## src/spsp_pkg.sv

```systemverilog
package spsp_pkg;
   // Register indices; byte address is four times the index
   localparam logic [7:0] SPSP_IDX_MISC    = 8'hDD;
   localparam logic [7:0] SPSP_IDX_DSR     = 8'hE0;
   localparam logic [7:0] SPSP_IDX_DIV     = 8'hE1;
   localparam logic [7:0] SPSP_IDX_MOD     = 8'hE2;
   localparam int         SPSP_ADR_W       = 10;
   // Mode control fields
   localparam int         SPSP_MOD_RUN     = 7;
   localparam int         SPSP_MOD_IE      = 6;
   localparam int         SPSP_MOD_XSTART  = 5;
   localparam int         SPSP_MOD_RXEN    = 4;
   localparam int         SPSP_MOD_CPOL    = 3;
   localparam int         SPSP_MOD_CPHA    = 2;
   localparam int         SPSP_MOD_CLKSRC  = 1;
   localparam int         SPSP_MOD_FILT    = 0;
   // Divide and misc register fields
   localparam int         SPSP_DIV_FLAG    = 7;
   localparam int         SPSP_DIV_LEN_LSB = 3;
   localparam int         SPSP_DIV_CD_LSB  = 0;
   localparam int         SPSP_MISC_SOUT   = 0;
   // Reset values
   localparam logic [7:0] SPSP_MOD_RST     = 8'h00;
   localparam logic [7:0] SPSP_DIV_RST     = 8'h00;
   localparam logic [7:0] SPSP_DSR_RST     = 8'h00;
   localparam logic [7:0] SPSP_MISC_RST    = 8'h00;
   // Core cycle prescaler in clock cycles
   localparam int         SPSP_PRESCALE    = 13;
   localparam logic [3:0] SPSP_PRE_LAST    = 4'(SPSP_PRESCALE - 1);

   typedef struct packed {
      logic        cyc;
      logic        stb;
      logic        we;
      logic [3:0]  sel;
      logic [9:0]  adr;
      logic [31:0] dat;
   } spsp_wb_req_s;

   typedef enum logic [1:0] {
      SPSP_IDLE  = 2'b00,
      SPSP_ARMED = 2'b01,
      SPSP_SHIFT = 2'b10
   } spsp_state_e;
endpackage : spsp_pkg

```

## src/spsp_top.sv

```systemverilog
// Chosen here: register access over Wishbone.
`timescale 1ns/10ps
// Behaviour
// - Data/shift, divide and mode registers at indices E0h, E1h, E2h.
// - Master clock is core clock over 13, then programmable ratio.
// - Slave takes external shift clock; master may disable data input.
// - Sampling edge and data phase are programmable.
// - Data in, data out, clock sit on port C lines two to four.
// - Data out reaches pin only while misc bit 0 is one.
// - Clock is input when port line is input and source bit zero.
// - Clock is driven when port line is output and source bit one.
// - End of transfer requests interrupt vector 2, maskable by enable.
// - Divide register holds a flag telling serial from port interrupts.
// - Mode register fully read/write, cleared by reset.
// - Activity flag self-clears at transfer end and raises request.
// - Software clearing activity flag stops transfer and raises request.
// - Activity flag with external start select forms start command.
// - Interrupt enable passes or blocks the serial request.
// - External start needs data input high, then ignores its fall.
// - Receive enable zero shifts zeros, one shifts data input.
// - Most significant bit goes and comes first.
// - Four-bit field sets frame of 1 to 15 bits; zero gives 16 bits.
module spsp_top #(
   parameter int DATA_W = 8
) (
   input  wire logic                 clk_i,
   input  wire logic                 rst_i,
   input  wire spsp_pkg::spsp_wb_req_s wb_i,
   output logic [31:0]               wb_dat_o,
   output logic                      wb_ack_o,
   input  wire logic                 sin_i,
   input  wire logic                 sck_i,
   input  wire logic                 line_four_dir_out_i,
   input  wire logic                 line_three_gpio_dat_i,
   input  wire logic                 line_three_gpio_oe_i,
   output logic                      sout_pin_o,
   output logic                      sout_pin_oe_o,
   output logic                      sck_o,
   output logic                      sck_oe_o,
   output logic                      irq_o
);
   logic [DATA_W-1:0]     dsr_r;
   logic [7:0]            div_r;
   logic [7:0]            mod_r;
   logic                  misc_r;
   logic                  out_r;
   logic                  sck_lvl_r;
   logic                  sck_q_r;
   logic [3:0]            pre_r;
   logic [8:0]            dcnt_r;
   logic [3:0]            bits_r;
   logic                  in_r;
   spsp_pkg::spsp_state_e state_r;
   spsp_pkg::spsp_state_e state_nxt;

   // Bus decode
   wire       req      = wb_i.cyc & wb_i.stb & ~wb_ack_o;
   wire [7:0] idx      = wb_i.adr[9:2];
   wire       wr       = req & wb_i.we & wb_i.sel[0];
   wire       wr_mod   = wr & (idx == spsp_pkg::SPSP_IDX_MOD);
   wire       wr_div   = wr & (idx == spsp_pkg::SPSP_IDX_DIV);
   wire       wr_dsr   = wr & (idx == spsp_pkg::SPSP_IDX_DSR);
   wire       wr_misc  = wr & (idx == spsp_pkg::SPSP_IDX_MISC);
   wire [7:0] wd       = wb_i.dat[7:0];

   wire       run      = mod_r[spsp_pkg::SPSP_MOD_RUN];
   wire       ie       = mod_r[spsp_pkg::SPSP_MOD_IE];
   wire       xstart   = mod_r[spsp_pkg::SPSP_MOD_XSTART];
   wire       rxen     = mod_r[spsp_pkg::SPSP_MOD_RXEN];
   wire       cpol     = mod_r[spsp_pkg::SPSP_MOD_CPOL];
   wire       cpha     = mod_r[spsp_pkg::SPSP_MOD_CPHA];
   wire       clksrc   = mod_r[spsp_pkg::SPSP_MOD_CLKSRC];
   wire       flag     = div_r[spsp_pkg::SPSP_DIV_FLAG];
   wire [3:0] len      = div_r[spsp_pkg::SPSP_DIV_LEN_LSB +: 4];
   wire [2:0] cd       = div_r[spsp_pkg::SPSP_DIV_CD_LSB +: 3];

   wire       slave_en  = ~clksrc & ~line_four_dir_out_i;
   wire       master_en = clksrc & line_four_dir_out_i;
   wire       busy      = (state_r == spsp_pkg::SPSP_SHIFT);

   wire [8:0] ratio     = (cd == 3'h7) ? 9'h100 : (9'h001 << cd);
   wire       base_tick = busy & (pre_r == spsp_pkg::SPSP_PRE_LAST);
   wire       edge_tick = base_tick & (dcnt_r == ratio - 9'h001);

   wire       sl_chg    = slave_en & busy & (sck_i != sck_q_r);
   wire       lead      = master_en ? (edge_tick & (sck_lvl_r == cpol))
                                    : (sl_chg & (sck_i != cpol));
   wire       trail     = master_en ? (edge_tick & (sck_lvl_r != cpol))
                                    : (sl_chg & (sck_i == cpol));

   wire       rx_bit    = rxen & sin_i;
   wire       shift_in  = rxen & (cpha ? sin_i : in_r);
   wire       last_bit  = trail & (bits_r + 4'h1 == len);
   wire       sw_stop   = busy & wr_mod & ~wd[spsp_pkg::SPSP_MOD_RUN];
   wire       done      = (last_bit & ~wr_mod) | sw_stop;
   wire       go        = run & (~xstart | sin_i);

   always_comb begin
      state_nxt = state_r;
      case (state_r)
         spsp_pkg::SPSP_IDLE: begin
            if (go) begin
               state_nxt = spsp_pkg::SPSP_SHIFT;
            end else if (run) begin
               state_nxt = spsp_pkg::SPSP_ARMED;
            end
         end
         spsp_pkg::SPSP_ARMED: begin
            if (!run) begin
               state_nxt = spsp_pkg::SPSP_IDLE;
            end else if (sin_i) begin
               state_nxt = spsp_pkg::SPSP_SHIFT;
            end
         end
         spsp_pkg::SPSP_SHIFT: begin
            if (done) begin
               state_nxt = spsp_pkg::SPSP_IDLE;
            end
         end
         default: state_nxt = spsp_pkg::SPSP_IDLE;
      endcase
   end

   always_ff @(posedge clk_i) begin
      if (rst_i) begin
         state_r <= spsp_pkg::SPSP_IDLE;
      end else begin
         state_r <= state_nxt;
      end
   end

   always_ff @(posedge clk_i) begin
      if (rst_i) begin
         mod_r <= spsp_pkg::SPSP_MOD_RST;
      end else if (wr_mod) begin
         mod_r <= wd;
      end else if (last_bit) begin
         mod_r[spsp_pkg::SPSP_MOD_RUN] <= 1'b0;
      end
   end

   always_ff @(posedge clk_i) begin
      if (rst_i) begin
         div_r <= spsp_pkg::SPSP_DIV_RST;
      end else begin
         if (wr_div && !run) begin
            div_r[6:0] <= wd[6:0];
         end
         if (done) begin
            div_r[spsp_pkg::SPSP_DIV_FLAG] <= 1'b1;
         end else if (wr_div && !wd[spsp_pkg::SPSP_DIV_FLAG]) begin
            div_r[spsp_pkg::SPSP_DIV_FLAG] <= 1'b0;
         end
      end
   end

   always_ff @(posedge clk_i) begin
      if (rst_i) begin
         misc_r <= spsp_pkg::SPSP_MISC_RST[spsp_pkg::SPSP_MISC_SOUT];
      end else if (wr_misc) begin
         misc_r <= wd[spsp_pkg::SPSP_MISC_SOUT];
      end
   end

   always_ff @(posedge clk_i) begin
      if (rst_i) begin
         dsr_r <= spsp_pkg::SPSP_DSR_RST;
      end else if (wr_dsr && !run) begin
         dsr_r <= wd[DATA_W-1:0];
      end else if (trail) begin
         dsr_r <= {dsr_r[DATA_W-2:0], shift_in};
      end
   end

   always_ff @(posedge clk_i) begin
      if (rst_i) begin
         in_r  <= 1'b0;
         out_r <= 1'b0;
      end else if (lead) begin
         in_r  <= rx_bit;
         out_r <= dsr_r[DATA_W-1];
      end
   end

   always_ff @(posedge clk_i) begin
      if (rst_i || !busy) begin
         bits_r <= 4'h0;
      end else if (trail) begin
         bits_r <= bits_r + 4'h1;
      end
   end

   always_ff @(posedge clk_i) begin
      if (rst_i || !busy) begin
         pre_r  <= 4'h0;
         dcnt_r <= 9'h000;
      end else if (base_tick) begin
         pre_r  <= 4'h0;
         dcnt_r <= edge_tick ? 9'h000 : dcnt_r + 9'h001;
      end else begin
         pre_r  <= pre_r + 4'h1;
      end
   end

   always_ff @(posedge clk_i) begin
      if (rst_i) begin
         sck_lvl_r <= 1'b0;
         sck_q_r   <= 1'b0;
      end else begin
         sck_lvl_r <= busy ? (sck_lvl_r ^ edge_tick) : cpol;
         sck_q_r   <= sck_i;
      end
   end

   always_ff @(posedge clk_i) begin
      if (rst_i) begin
         sout_pin_o    <= 1'b0;
         sout_pin_oe_o <= 1'b0;
         sck_o         <= 1'b0;
         sck_oe_o      <= 1'b0;
         irq_o         <= 1'b0;
      end else begin
         sout_pin_o    <= misc_r ? (cpha ? out_r : dsr_r[DATA_W-1]) : line_three_gpio_dat_i;
         sout_pin_oe_o <= misc_r | line_three_gpio_oe_i;
         sck_o         <= sck_lvl_r;
         sck_oe_o      <= master_en;
         irq_o         <= flag & ie;
      end
   end

   wire [7:0] rd_mux = (idx == spsp_pkg::SPSP_IDX_MOD)  ? mod_r :
                       (idx == spsp_pkg::SPSP_IDX_DIV)  ? div_r :
                       (idx == spsp_pkg::SPSP_IDX_DSR)  ? dsr_r :
                       (idx == spsp_pkg::SPSP_IDX_MISC) ? {7'h00, misc_r} : 8'h00;

   always_ff @(posedge clk_i) begin
      if (rst_i) begin
         wb_ack_o <= 1'b0;
         wb_dat_o <= 32'h0000_0000;
      end else begin
         wb_ack_o <= req;
         wb_dat_o <= (req && !wb_i.we) ? {24'h00_0000, rd_mux} : 32'h0000_0000;
      end
   end
endmodule : spsp_top
```

## config.mk

```make
export PLATFORM = sky130hd
export DESIGN_NAME = spsp_top
export DESIGN_NICKNAME = d
export VERILOG_FILES = /design/src/spsp_pkg.sv /design/src/spsp_top.sv
export SDC_FILE = /design/constraint.sdc
export NUM_CORES = 1
export LEC_CHECK = 0
export ABC_AREA = 1
export ABC_CLOCK_PERIOD_IN_PS = 3300
export BUFFER_PORTS_ARGS = -buffer_cell sky130_fd_sc_hd__buf_2
export CORE_ASPECT_RATIO = 1.25
export CORE_MARGIN = 5
export CORE_UTILIZATION = 57
export CTS_BUF_LIST = sky130_fd_sc_hd__clkbuf_8
export DETAILED_ROUTE_END_ITERATION = 12
export PLACE_DENSITY = 0.87
export SYNTH_ARGS = -nofsm -noshare
export SYNTH_HDL_FRONTEND = slang
export SYNTH_SLANG_ARGS = --single-unit
```

## constraint.sdc

```tcl
create_clock -name clk_i -period 3.3 [get_ports clk_i]
set_input_delay 0.495 -clock clk_i [delete_from_list [all_inputs] [get_ports clk_i]]
set_output_delay 0.495 -clock clk_i [all_outputs]
set_load 0.01 [all_outputs]
```

After elaboration in Yosys (flattened, before gate mapping) --
Index checks and enable logic that the tools add are counted.
Word-level totals: input port bits 56, output and inout port bits 38, flip-flop bits (word level) 86, word-level logic and storage cells 122
Operators by class: reduce and logical (&&, ||, !) cells 16, $add $sub $neg 4, bitwise gates (word level) 37, shifts and indexed selects 1, equality and inequality tests 18, muxes and demuxes 24
Operator list (number):
- 2-to-1 mux 8 bit | 5
- equality test 8 bit (second input constant) | 4
- bitwise AND 1 bit | 26
- 2-to-1 mux 9 bit | 2
- 2-to-1 mux 1 bit | 11
- 2-to-1 mux 2 bit | 5
- adder 9 x 1 -> 9 bit (second input constant) | 1
- equality test 9 bit | 1
- << shifter 1 x 3 -> 9 bit (first input constant) | 1
- subtractor 9 x 1 -> 9 bit (second input constant) | 1
- adder 4 x 1 -> 4 bit (second input constant) | 2
- inverter 1 bit | 7
- != test 3 bit (second input constant) | 2
- case mux 2 bit (3 select lines) | 1
- nonzero test 2 bit | 3
- equality test 4 bit | 1
- equality test 4 bit (second input constant) | 1
- logical AND 1 bit | 4
- logical NOT 1 bit | 4
- OR reduction 2 bit | 2
- equality test 3 bit (second input constant) | 1
- != test 1 bit | 3
- bitwise OR 1 bit | 3
- AND reduction 3 bit | 1
- 7 further kinds | 8

Longest topological paths before layout --
depth in word-level cells 12, mapped depth 16, depth with buffers taken out 15

Least setup slack after synthesis --
Ideal clock, no wire load.
path kind register to register, from reg pre_r[0], to reg dsr_r[6], buffers on the path 1, path slack 1.533 ns, setup time 0.128 ns, clock period less this slack 1.767 ns, stages on the path, launching flop included 17, data arrival time 1.640 ns, cell sequence dfxtp_1 inv_1 ha_1 nand3_1 nor2_2 nand2_1 inv_1 nand2_1 nor2_2 nand3_2 nand2_4 inv_4 nand2_8 buf_6 o211ai_2 o21ai_1 nor2_1
Between the ends: longest elaborated chain between the ends 6
RTL lines:
- from (decl) | line spsp_top.sv:49 | logic [3:0] pre_r;
- from (signal assigned) | line spsp_top.sv:201 | pre_r <= pre_r + 4'h1;
- equality test 4 bit | line spsp_top.sv:82 | wire base_tick = busy & (pre_r == spsp_pkg::SPSP_PRE_LAST);
- bitwise AND 1 bit | line spsp_top.sv:82
- bitwise AND 1 bit | line spsp_top.sv:83 | wire edge_tick = base_tick & (dcnt_r == ratio - 9'h001);
- bitwise AND 1 bit | line spsp_top.sv:88 | wire trail = master_en ? (edge_tick & (sck_lvl_r != cpol))
- 2-to-1 mux 1 bit | line spsp_top.sv:88
- nonzero test 2 bit (no line)
- to (signal assigned) | line spsp_top.sv:167 | dsr_r <= spsp_pkg::SPSP_DSR_RST;
- to (signal assigned) | line spsp_top.sv:169 | dsr_r <= wd[DATA_W-1:0];
- to (signal assigned) | line spsp_top.sv:171 | dsr_r <= {dsr_r[DATA_W-2:0], shift_in};
- to (decl) | line spsp_top.sv:42 | logic [DATA_W-1:0] dsr_r;
Every way passes these cells. A chain may end at the register's enable or synchronous reset.

Final worst setup path --
from reg pre_r[0], to reg in_r
Between the ends: longest elaborated chain between the ends 5
RTL lines:
- equality test 4 bit | line spsp_top.sv:82
- bitwise AND 1 bit | line spsp_top.sv:82
- bitwise AND 1 bit | line spsp_top.sv:83
- bitwise AND 1 bit | line spsp_top.sv:86 | wire lead = master_en ? (edge_tick & (sck_lvl_r == cpol))
- 2-to-1 mux 1 bit | line spsp_top.sv:86
- to (signal assigned) | line spsp_top.sv:180 | in_r <= rx_bit;
- to (decl) | line spsp_top.sv:52 | logic in_r;
Every way passes these cells.

==> metrics.md <==
| Metric | Value |
|---|---|
| Endpoints failing setup | 0 |
| Dominant synthesized flop cell | dfxtp_1 |
| Vias/cell | 5.29 |
| Fmax | 0.493 GHz |
| Via Count | 2856 |
| Clock tree buffer depth | 2 |
| Worst Clk Skew | 5.64 ps |
| Initial antenna violation count | 0 |
| I/O pins | 94 |
| Syn_area_per_cell | 7.30 sq um |
| First drt pass iteration count | 4 |
| Mapped cell area | 3140 sq um |
| Max-Cap Viols | 0 |
| CTS tree | built |
| Worst Path Required | 3580 ps |
| Final core utilization | 0.638 |
| Total grt overflow | 0 |
| Clock latency at the later pin of the worst-skew pair | 350 ps |
| Family with the most delay on the worst path | simple AND/OR/NAND/NOR gates |
| Slew headroom | 0.600 |
| Die Y | 93.0 um |
| Crit path kind | register to register |
| Post-synthesis sequential area ratio | 0.395 |
| Worst setup EP type | register |
| Final Max Slew Viols | 0 |
| Combinational share of power | 0.045 |
| Share of cells above drive strength 1 | 0.153 |
| Async SR Flop Fraction | 0 |
| Yosys synthesis warning count | 0 |
| Largest net degree at the start of global routing | 22 |
| Nets | 533 |
| Core area | 5410 sq um |
| Sequential power share | 0.551 |
| Clock sink count | 62 |
| Hold-fix buffers, CTS | 0 |
| CTS Buf Count | 9 |
| Setup crit start kind | register |
| Number of global-route vias before repair | 2658 |
| Routed len/inst | 13.2 um |
| Fin crit period | 2030 ps |
| Final hold vios | 0 |
| Initial core utilization | 0.581 |
| CTS resizes | 0 |
| Critical path's slowest cell | o21ai_1 |
| Seq cells post-synth | 62 |
| EDFF count, synth | 0 |
| Leak | 1.61 nW |
| Final worst-path cycle share | 0.615 |
| Initial DRC count | 139 |
| Int Pwr | 1.04 mW |
| Post-DP HPWL | 5310 um |
| Number of port buffers | 40 |
| Layout fillers | 480 |
| Clock power share | 0.405 |
| Total power | 1.37 mW |
| Number of diodes | 0 |
| Power density cells | 396 nW/um^2 |
| DIE AREA | 7100 sq um |
| Hold Path Class | input port to register |
| Rows | 30 |
| First-pass GRT wire length | 12000 um |
| Clock-pin slew on the worst setup and hold paths | 60 ps |
| Critical Path AT | 2310 ps |
| Area Growth Syn to Fin | 9.92% |
| CTS H-Tree Depth | 3 |
| Root buf cell | clkbuf_8 |
| Worst Path Buf+Inv | 2 |
| Crit-path max FO | 5 |
| Crit-path cells | inv_1, ha_1, nand3_1, nor2_2, nand2_1, inv_1, nand2_1, nor2_2, nand2_1, o21ai_1, o21ai_0, a21oi_1 |
| Die width | 76.4 um |
| Post-Route WL | 7150 um |
| Sw Share | 0.235 |
| Crit path top cell by count | nand2_1 |
| Critical Path Max Stage Delay | 370 ps |
| Max VDD drop | 0.369 mV |
| Final ANT Viol Nets | 0 |
| Status | complete, no violations |
| Drt drc | 0 |
| RSZ-0062 raised after global routing | no |
| Syn Inst Count | 430 |
| Post-CTS Setup Inserts | 0 |
| Total track usage | 0.208 |
| P_sw | 321 uW |
| Final estimated routing congestion in global placement | 0.922 |
| Setup TNS | 0 ps |
| Post-synth cell types | 43 |
| Slew @ Worst Pin | 600 ps |
==> per-layer routing <==
layer,vias up,share of wire,GRT usage
li1,1432,-,-
met1,1312,0.39,0.232
met2,96,0.52,0.369
met3,16,0.060,0.0597
met5,-,0,0
met4,0,0.022,0.0860
==> synthesized netlist by cell type, drive strengths merged, types with 5 or more instances <==
cell / instances / area, sq um
a21oi: 28 / 140
buf: 29 / 210
dfxtp: 62 / 1240
inv: 63 / 239
nand2: 77 / 325
nand3: 27 / 140
nor2: 39 / 154
nor3: 7 / 35.0
o211ai: 15 / 118
o21ai: 43 / 219
xnor2: 5 / 43.8
xor2: 6 / 52.6
==> power groups by stage <==
stage	Clock (mW)	Sequential, mW	Combinational, mW
after floorplan	0	0.769	0.0544
after global placement	0	0.768	0.0582
after detailed placement	0	0.769	0.0593
after CTS	0.562	0.752	0.0599
after global routing	0.596	0.752	0.0683
final	0.553	0.752	0.0614
==> stage by stage <==
step / instance area [sq um] / hold WS (ps) / setup slack [ps] / std cells
floorplan: 3230 / 426 / 1530 / 453
global placement: 3300 / 445 / 1320 / 526
detailed placement: 3300 / 451 / 1240 / 526
CTS: 3450 / 347 / 1260 / 540
global route: 3450 / 378 / 1050 / 540
finish: 3450 / 356 / 1270 / 540
==> state kept, by name (all words and copies together) (netlist names), 2 cells and up <==
name / flops
wb_dat_o: 8
div_r: 8
pre_r: 4
bits_r: 4
dsr_r: 8
mod_r: 8
dcnt_r: 9
state_r: 2
==> cell families after synthesis <==
family	after synthesis	synth area share
compound gates	93	0.173
simple gates	162	0.235
xor+xnor	11	0.0307
buf+inv	97	0.149
flops	62	0.395
other cells	1	0.00119
fa+ha+maj	4	0.0159
==> worst paths after layout <==
kind	endpoint	start	slack, ps	cells after the start
setup / recovery	in_r$_SDFFE_PP0P_	pre_r[0]$_SDFF_PP0_	1270	12
hold / removal	sout_pin_oe_o$_SDFF_PP0_	line_three_gpio_oe_i	360	3
setup reg to reg	in_r$_SDFFE_PP0P_	pre_r[0]$_SDFF_PP0_	1270	12
hold reg to reg	pre_r[0]$_SDFF_PP0_	pre_r[0]$_SDFF_PP0_	460	1
==> worst min-delay path, stage by stage <==
cell and delay, ps:
buf_2 80, nor2_1 30, nor2_1 70
==> layout by cell type (no fill, tap or decap), types with 3 or more instances in the layout <==
| cell | n |
|---|---|
| a21oi_1 | 28 |
| buf_2 | 40 |
| clkbuf_8 | 10 |
| conb_1 | 24 |
| dfxtp_1 | 62 |
| ha_1 | 4 |
| inv_1 | 62 |
| nand2_1 | 72 |
| nand3_1 | 26 |
| nand4_1 | 3 |
| nor2_1 | 36 |
| nor2_2 | 3 |
| nor3_1 | 7 |
| o211ai_1 | 14 |
| o21ai_0 | 40 |
| xnor2_1 | 5 |
| xor2_1 | 6 |
==> cell type report <==
type,instances,area (sq um),area share
clock buffers,10,138,0.0399
clock inverters,4,17.5,0.00508
well taps,64,80.1,0.0232
multi-input cells,294,1520,0.439
flip-flops and latches,62,1240,0.360
repair buffers,42,215,0.0624
inverters,64,243,0.0703
(Power assumes the default switching activity.)
